==> src/hw/flow_reply_map.vh <==
`ifndef FLOW_REPLY_MAP_VH
`define FLOW_REPLY_MAP_VH

// Register offsets (byte addresses)
`define OFS_CTRL 8'h00
`define OFS_MODE 8'h04
`define OFS_ID 8'h08
`define OFS_DLEN 8'h0c
`define OFS_DLO 8'h10
`define OFS_DHI 8'h14
`define OFS_STAT 8'h18
`define OFS_COUNT 8'h1c

// Control fields and reset value
`define CTRL_EN_BIT 0
`define CTRL_FMT_BIT 1
`define CTRL_RST 2'h3

// Reply modes
`define MODE_AUTO 2'h0
`define MODE_CUSTOM 2'h1
`define MODE_COPY_ID 2'h2
`define MODE_RST 2'h0

// Custom identifier fields
`define ID_EXT_BIT 31
`define ID_STD_MSB 10
`define ID_EXT_MSB 28

// Status fields
`define STAT_ERR_BIT 0
`define STAT_OVR_BIT 1
`define STAT_IDDEF_BIT 2
`define STAT_DDEF_BIT 3
`define STAT_PEND_BIT 4

// Frame content
`define MAX_BYTES 4'h8
`define FC_PCI_CTS 8'h30
`define AUTO_BLOCK 8'h00
`define AUTO_STMIN 8'h00
`define FILL_BYTE 8'h00
`define STD_RESP_OFS 11'h008

`endif

==> src/hw/sticky_flag.v <==
`timescale 1ns/1ps
`include "flow_reply_map.vh"

module sticky_flag (
	// Clock and reset
	input wire pclk,
	input wire presetn,
	// Event and clear
	input wire set,
	input wire clr,
	// State
	output reg flag_reg
);

	wire flag_next;

	// Set beats clear so no event is lost
	assign flag_next = set | (flag_reg & ~clr);

	always @(posedge pclk or negedge presetn) begin
		if (!presetn) begin
			flag_reg <= 1'b0;
		end else begin
			flag_reg <= flag_next;
		end
	end

endmodule // sticky_flag

==> src/hw/flow_reply_gen.v <==
`timescale 1ns/1ps
`include "flow_reply_map.vh"

module flow_reply_gen (
	// Selection
	input wire [1:0] mode,
	// Received first frame
	input wire [28:0] ff_id,
	input wire ff_ext,
	// Stored custom content
	input wire [28:0] cust_id,
	input wire cust_ext,
	input wire [3:0] cust_len,
	input wire [63:0] cust_data,
	// Built reply
	output reg [28:0] gen_id,
	output reg gen_ext,
	output reg [3:0] gen_dlc,
	output reg [63:0] gen_data
);

	reg [28:0] auto_id;

	always @* begin
		auto_id = 29'h0;
		// Standard answer: physical request id pairs with response id
		if (ff_ext) begin
			auto_id = {ff_id[28:16], ff_id[7:0], ff_id[15:8]};
		end else begin
			auto_id = {18'h0, ff_id[10:0] - `STD_RESP_OFS};
		end
		case (mode)
			`MODE_AUTO: begin
				gen_id = auto_id;
				gen_ext = ff_ext;
				gen_dlc = `MAX_BYTES;
				gen_data = {{5{`FILL_BYTE}}, `AUTO_STMIN, `AUTO_BLOCK,
					`FC_PCI_CTS};
			end
			`MODE_CUSTOM: begin
				gen_id = cust_id;
				gen_ext = cust_ext;
				gen_dlc = cust_len;
				gen_data = cust_data;
			end
			`MODE_COPY_ID: begin
				gen_id = ff_id;
				gen_ext = ff_ext;
				gen_dlc = cust_len;
				gen_data = cust_data;
			end
			default: begin
				gen_id = auto_id;
				gen_ext = ff_ext;
				gen_dlc = `MAX_BYTES;
				gen_data = {{5{`FILL_BYTE}}, `AUTO_STMIN, `AUTO_BLOCK,
					`FC_PCI_CTS};
			end
		endcase
	end

endmodule // flow_reply_gen

==> src/hw/can_flow_control_responder.v <==
`timescale 1ns/1ps
`include "flow_reply_map.vh"

// Summary of operation
// - Frames carry at most eight data bytes
// - Sender waits for our flow reply
// - Auto reply only when enable set; default on
// - Mode defaults zero; device supplies everything
// - Mode one sends stored id and data
// - Mode one refused unless id, data defined
// - Custom id standard or extended, kept
// - Mode two copies received id, user data
// - Mode zero restores automatic content immediately
// - No reply unless segmented transport format
module can_flow_control_responder (
	// Clock and reset
	input wire pclk,
	input wire presetn,
	// APB slave
	input wire psel,
	input wire penable,
	input wire pwrite,
	input wire [7:0] paddr,
	input wire [31:0] pwdata,
	output reg [31:0] prdata,
	output wire pready,
	output wire pslverr,
	// Received first frame
	input wire ff_valid,
	input wire [28:0] ff_id,
	input wire ff_ext,
	// Flow control reply out
	output reg reply_valid,
	input wire reply_ready,
	output reg [28:0] reply_id,
	output reg reply_ext,
	output reg [3:0] reply_dlc,
	output reg [63:0] reply_data
);

	// Register state
	reg [1:0] ctrl_reg;
	reg [1:0] mode_reg;
	// Custom reply content
	reg [28:0] cust_id_reg;
	reg cust_ext_reg;
	reg id_def_reg;
	reg [3:0] dlen_reg;
	reg data_def_reg;
	reg [63:0] data_reg;
	// Replies handed over
	reg [15:0] count_reg;

	// Decode
	wire acc;
	wire wr_acc;
	wire rd_setup;
	wire sel_ctrl;
	wire sel_mode;
	wire sel_id;
	wire sel_dlen;
	wire sel_dlo;
	wire sel_dhi;
	wire sel_stat;
	wire sel_count;
	wire mapped;
	wire wr_mode;
	wire wr_dlen;
	wire [1:0] req_mode;
	reg mode_ok;
	wire dlen_ok;
	wire [3:0] req_len;

	// Reply path
	wire fc_en;
	wire fmt_ok;
	wire ff_live;
	wire slot_free;
	wire take_ff;
	wire ovr_set;
	wire sent;
	wire err_flag;
	wire ovr_flag;
	wire err_set;
	wire err_clr;
	wire ovr_clr;
	wire [28:0] gen_id;
	wire gen_ext;
	wire [3:0] gen_dlc;
	wire [63:0] gen_data;
	reg [31:0] rd_mux;

	// APB phase decode
	assign acc = psel & penable;
	assign wr_acc = acc & pwrite;
	assign rd_setup = psel & ~penable & ~pwrite;

	// Exact match, so no offset aliases
	assign sel_ctrl = (paddr == `OFS_CTRL);
	assign sel_mode = (paddr == `OFS_MODE);
	assign sel_id = (paddr == `OFS_ID);
	assign sel_dlen = (paddr == `OFS_DLEN);
	assign sel_dlo = (paddr == `OFS_DLO);
	assign sel_dhi = (paddr == `OFS_DHI);
	assign sel_stat = (paddr == `OFS_STAT);
	assign sel_count = (paddr == `OFS_COUNT);
	assign mapped = sel_ctrl | sel_mode | sel_id | sel_dlen | sel_dlo |
		sel_dhi | sel_stat | sel_count;

	// Write strobes and request fields
	assign wr_mode = wr_acc & sel_mode;
	assign wr_dlen = wr_acc & sel_dlen;
	assign req_mode = pwdata[1:0];
	assign req_len = pwdata[3:0];

	// Mode request check
	always @* begin
		case (req_mode)
			`MODE_AUTO: begin
				mode_ok = 1'b1;
			end
			`MODE_CUSTOM: begin
				mode_ok = id_def_reg & data_def_reg;
			end
			`MODE_COPY_ID: begin
				mode_ok = data_def_reg;
			end
			// Mode three is reserved
			default: begin
				mode_ok = 1'b0;
			end
		endcase
	end

	assign dlen_ok = (req_len != 4'h0) & (req_len <= `MAX_BYTES);

	// Zero wait states keep the master simple
	assign pready = 1'b1;
	assign pslverr = acc & (~mapped | (wr_mode & ~mode_ok) |
		(wr_dlen & ~dlen_ok));

	// Control register
	always @(posedge pclk or negedge presetn) begin
		if (!presetn) begin
			ctrl_reg <= `CTRL_RST;
		end else if (wr_acc & sel_ctrl) begin
			// Clearing bit one silences every reply
			ctrl_reg <= pwdata[1:0];
		end
	end

	// Mode register
	always @(posedge pclk or negedge presetn) begin
		if (!presetn) begin
			mode_reg <= `MODE_RST;
		end else if (wr_mode & mode_ok) begin
			mode_reg <= req_mode;
		end
	end

	// Custom identifier
	always @(posedge pclk or negedge presetn) begin
		if (!presetn) begin
			cust_id_reg <= 29'h0;
			cust_ext_reg <= 1'b0;
			id_def_reg <= 1'b0;
		end else if (wr_acc & sel_id) begin
			cust_ext_reg <= pwdata[`ID_EXT_BIT];
			if (pwdata[`ID_EXT_BIT]) begin
				cust_id_reg <= pwdata[`ID_EXT_MSB:0];
			end else begin
				// Upper bits cleared so readback is clean
				cust_id_reg <= {18'h0, pwdata[`ID_STD_MSB:0]};
			end
			id_def_reg <= 1'b1;
		end
	end

	// Custom data length; its write defines the data
	always @(posedge pclk or negedge presetn) begin
		if (!presetn) begin
			dlen_reg <= 4'h0;
			data_def_reg <= 1'b0;
		end else if (wr_dlen & dlen_ok) begin
			dlen_reg <= req_len;
			data_def_reg <= 1'b1;
		end
	end

	// Custom data bytes, byte 0 in the low bits
	// Bytes past the length ride along unused
	always @(posedge pclk or negedge presetn) begin
		if (!presetn) begin
			data_reg <= 64'h0;
		end else if (wr_acc & sel_dlo) begin
			data_reg[31:0] <= pwdata;
		end else if (wr_acc & sel_dhi) begin
			data_reg[63:32] <= pwdata;
		end
	end

	// Reply gating
	// Both bits must be set for any answer
	assign fc_en = ctrl_reg[`CTRL_EN_BIT];
	assign fmt_ok = ctrl_reg[`CTRL_FMT_BIT];
	assign ff_live = ff_valid & fc_en & fmt_ok;

	// Handshake with the far side
	assign sent = reply_valid & reply_ready;
	// Ready frees the slot at the same edge
	assign slot_free = ~reply_valid | reply_ready;
	assign take_ff = ff_live & slot_free;
	// A first frame while a reply still waits is lost
	assign ovr_set = ff_live & ~slot_free;

	flow_reply_gen u_gen (
		.mode(mode_reg),
		.ff_id(ff_id),
		.ff_ext(ff_ext),
		.cust_id(cust_id_reg),
		.cust_ext(cust_ext_reg),
		.cust_len(dlen_reg),
		.cust_data(data_reg),
		.gen_id(gen_id),
		.gen_ext(gen_ext),
		.gen_dlc(gen_dlc),
		.gen_data(gen_data)
	);

	// Reply holding register
	always @(posedge pclk or negedge presetn) begin
		if (!presetn) begin
			reply_valid <= 1'b0;
			reply_id <= 29'h0;
			reply_ext <= 1'b0;
			reply_dlc <= 4'h0;
			reply_data <= 64'h0;
		end else if (take_ff) begin
			// content from mode at this frame
			reply_valid <= 1'b1;
			reply_id <= gen_id;
			reply_ext <= gen_ext;
			reply_dlc <= gen_dlc;
			reply_data <= gen_data;
		end else if (sent) begin
			reply_valid <= 1'b0;
		end
	end

	// Sent replies counter; write clears, increment wins
	// Wraps at the top; software takes differences
	always @(posedge pclk or negedge presetn) begin
		if (!presetn) begin
			count_reg <= 16'h0;
		end else if (sent) begin
			count_reg <= count_reg + 16'h1;
		end else if (wr_acc & sel_count) begin
			count_reg <= 16'h0;
		end
	end

	// Sticky flags, cleared by writing one
	assign err_set = wr_mode & ~mode_ok;
	assign err_clr = wr_acc & sel_stat & pwdata[`STAT_ERR_BIT];
	assign ovr_clr = wr_acc & sel_stat & pwdata[`STAT_OVR_BIT];

	sticky_flag u_err (
		.pclk(pclk),
		.presetn(presetn),
		.set(err_set),
		.clr(err_clr),
		.flag_reg(err_flag)
	);

	// Overrun: frame dropped while slot busy
	sticky_flag u_ovr (
		.pclk(pclk),
		.presetn(presetn),
		.set(ovr_set),
		.clr(ovr_clr),
		.flag_reg(ovr_flag)
	);

	// Read mux
	always @* begin
		rd_mux = 32'h0;
		case (paddr)
			`OFS_CTRL: begin
				rd_mux = {30'h0, ctrl_reg};
			end
			`OFS_MODE: begin
				rd_mux = {30'h0, mode_reg};
			end
			`OFS_ID: begin
				rd_mux = {cust_ext_reg, 2'h0, cust_id_reg};
			end
			`OFS_DLEN: begin
				rd_mux = {28'h0, dlen_reg};
			end
			`OFS_DLO: begin
				rd_mux = data_reg[31:0];
			end
			`OFS_DHI: begin
				rd_mux = data_reg[63:32];
			end
			// Pending, defined flags, then sticky flags
			`OFS_STAT: begin
				rd_mux = {27'h0, reply_valid, data_def_reg, id_def_reg,
					ovr_flag, err_flag};
			end
			`OFS_COUNT: begin
				rd_mux = {16'h0, count_reg};
			end
			// Unmapped offsets read as zero
			default: begin
				rd_mux = 32'h0;
			end
		endcase
	end

	// Read data captured in setup, stable through access
	// A change in the access cycle shows on the next read
	always @(posedge pclk or negedge presetn) begin
		if (!presetn) begin
			prdata <= 32'h0;
		end else if (rd_setup) begin
			prdata <= rd_mux;
		end
	end

endmodule // can_flow_control_responder

==> config.mk <==
export PLATFORM = sky130hd
export DESIGN_NAME = can_flow_control_responder
export DESIGN_NICKNAME = d
export VERILOG_FILES = /design/src/hw/sticky_flag.v /design/src/hw/flow_reply_gen.v /design/src/hw/can_flow_control_responder.v
export VERILOG_INCLUDE_DIRS = /design/src /design/src/hw
export SDC_FILE = /design/constraint.sdc
export NUM_CORES = 1
export LEC_CHECK = 0
export ABC_AREA = 0
export BUFFER_PORTS_ARGS = -buffer_cell sky130_fd_sc_hd__buf_2
export CAP_MARGIN = 25
export CORE_MARGIN = 4
export CORE_UTILIZATION = 45
export DETAILED_ROUTE_END_ITERATION = 7
export PLACE_DENSITY = 0.66
export SYNTH_ARGS = -nofsm -noshare
export SYNTH_HDL_FRONTEND = slang
export SYNTH_SLANG_ARGS = --single-unit
==> constraint.sdc <==
create_clock -name pclk -period 5.2 [get_ports pclk]
set_input_delay 0.26 -clock pclk [delete_from_list [all_inputs] [get_ports pclk]]
set_output_delay 0.26 -clock pclk [all_outputs]
set_load 0.01 [all_outputs]
==> run_results.csv <==
group,metric,value,unit
yosys,yosys-top-cells-area,"dfrtp_1 (53%), nand2_1 (7.4%), mux2_2 (7.2%)",
setup_path,crit_top_cell,"buf_2",
yosys,postSynthAreaPerCell,10.14,sq um
setup_path,critical_path_class,"input port to output port",
clock_network,clock_latency,540,ps
sta,fin_skew,21.44,ps
setup_path,critical_path.max_stage_delay,840,ps
yosys,async_flop_share,1.000,
floorplanning,design.core.area,0.02591,sq mm
floorplanning,io_pins,210,
sta,period_minus_slack,2624,ps
yosys,ys_seq_area_frac,0.5359,
floorplanning,fp.dieW,170.1,um
pwr,worst_ir_drop_vdd,0.2270,mV
yosys,synth_cell_types,66,
pwr,power-per-cell-area,295.9,mW/mm^2
clock_network,clockBufferDepth,3,
clock_network,cts_buffers,27,
global_route,grt_max_degree,111,
routing,first_pass_iters,5,
sta,max_slew.worst_pin.slew,972.6,ps
setup_path,crit_slowest_cell,"nor4bb_1",
pwr,power_switching,0.001008,W
clock_network,path_clk_slew,60,ps
floorplanning,die_h,170.1,um
yosys,ys_ff_latch,253,
global_route,grt.overflow.total,0,
global_route,grt_pass1_wl,55340,um
routing,routed_wl,35580,um
placement,gp_congestion,0.8938,
clock_network,cts_htree_levels,1,
placement,io_buffer_count,208,
clock_network,hold_buffers,15,
layout,syn2layout_area_growth,18.99,%
setup_path,crit_start,"paddr[2]",
setup_path,crit_chain,"buf_2, nor4bb_1, nand3_1, nor2_1, o311a_1, buf_2",
global_route,grt_use_total,0.2426,
sta,hold_viol,0,
hold_path,min_from,"pwdata[7]",
yosys,yosysMostFrequentCell,"dfrtp_1",
yosys,syn_area,0.01182,sq mm
pwr,p_clk_frac,0.439,
floorplanning,start_util,0.4561,
setup_path,cp.required,4940,ps
routing,vias,9665,
sta,tns,0,ps
clock_network,cts_resized,0,
clock_network,cts_sinks,253,
hold_path,min_path_type,"input port to register",
yosys,synth.largest_area_cell,"dfrtp_1",
clock_network,root_buffer,"clkbuf_16",
yosys,yosysWarnings,0,
setup_path,r2r-start,"mode_reg[0]",
flow_run,maxCapViolations,0,
clock_network,cts_tree,"done",
pwr,seq_power_share,0.491,
sta,fmax,381.1,MHz
setup_path,critPathLaunchType,"input port",
placement,hpwl,25340,um
routing,avgRoutedWirePerCell,20.98,um
sta,finalSetupViolCount,0,
sta,slew_violations,0,
pwr,comb_power_share,0.070,
yosys,synth_nets,1247,
routing,ant_nets,0,
routing,route.detailed.drc,0,
sta,rsz0062_at_grt,"no",
yosys,synth_top_area_share,0.5315,
sta,relSlewSlack,0.3428,
yosys,synth-edff-count,0,
pwr,p_int,0.003153,W
pwr,p_leak,7.043,nW
setup_path,path_max_fanout,25,
floorplanning,num_rows,59,
yosys,synthCells,1166,
sta,fin_crit_sh,0.5046,
yosys,synth-main-ff-cell,"dfrtp_1",
floorplanning,die-area,0.02892,sq mm
layout,final_layout_size_suffix_gt1_frac,0.2642,
setup_path,reg2reg_slack,2750,ps
status,outcome,"complete, no violations",
setup_path,arrival,2360,ps
routing,vias_per_cell,5.699,
yosys,synthTopCellsByCount,"dfrtp_1 (251), nand2_1 (232), nor2_1 (80), mux2_2 (76), clkbuf_1 (72)",
clock_network,cts_setup_buffers,0,
sta,hold_ws,11.81,ps
layout,nets,1422,
routing,initialDrtViolationCount,823,
global_route,antenna_found_initial,3,
setup_path,crit_path_end_kind,"output port",
global_route,grt_pass1_vias,9624,
pwr,swShare,0.2422,
-- final timing paths --
path | end | cells past startpoint
setup / recovery | pslverr | 6
hold / removal | cust_id_reg[7] | 2
setup reg to reg | reply_id[26] | 6
hold reg to reg | reply_data[9] | 2
max in group asynchronous | reply_data[51] | 3
min in group asynchronous | reply_id[24] | 2
-- layout make-up --
cell class / instances / area, sq um
multi-input cells: 803 / 5074
flip-flops and latches: 253 / 6334
well taps: 335 / 419.2
clock buffers: 37 / 733.2
clock inverters: 10 / 85.08
diodes: 2 / 5.005
inverters: 15 / 56.30
repair buffers: 241 / 1356
fillers: 2397 / 11850
-- per-stage QoR --
step,total power [W],area [sq um],utilization,worst slack [ps],instances
CTS,0.004187,14060,0.5425,2583,1694
floorplan,0.002194,11820,-,3337,1166
global route,0.004311,14060,0.5426,2375,1695
finish,0.004161,14060,0.5427,2576,1696
global placement,0.002356,13050,0.5038,2186,1630
detailed placement,0.002362,13090,0.5051,2106,1632
-- layout by cell type (no fill, tap or decap), drive strengths merged, types with 27 or more instances in the layout --
cell and instances:
dfrtp 251, nand2 232, a22oi 27, a21oi 31
clkbuf 37, buf 226, mux2 77, a221oi 27
nor2 80, o21ai 71, nand3b 62
-- worst max-delay path, delay by kind of cell --
kind	cells	cell delay (ps)
compound gates	1	220
simple gates	3	1250
buf+inv	2	630
-- power by group through the flow --
stage | combinational (W) | clock [W] | sequential, W
2_1_floorplan | 0.000107 | 0 | 0.00209
3_3_place_gp | 0.000277 | 0 | 0.00208
3_5_place_dp | 0.000282 | 0 | 0.00208
4_1_cts | 0.000293 | 0.00185 | 0.00204
5_1_grt | 0.000321 | 0.00194 | 0.00205
6_report | 0.000291 | 0.00183 | 0.00204
-- cells by family (layout without fill, tap and decap cells) --
group,after synthesis,count (layout),synth area share
buf+inv,110,303,0.03843
other cells,1,3,0.0003173
flops,253,253,0.5359
compound gates,248,248,0.1443
mux,93,93,0.09116
fa+ha+maj,4,4,0.004235
simple gates,451,451,0.1812
xor+xnor,6,6,0.004448
-- metal layers --
| layer | part of all wire | vias to the layer above | global-route usage |
|---|---|---|---|
| met5 | 0.00059 | - | 0 |
| met3 | 0.071 | 49 | 0.03972 |
| met2 | 0.49 | 342 | 0.4120 |
| met4 | 0.024 | 4 | 0.05972 |
| met1 | 0.41 | 4767 | 0.3275 |
| li1 | - | 4503 | - |
Note: power is estimated with default switching activity, not from simulation.
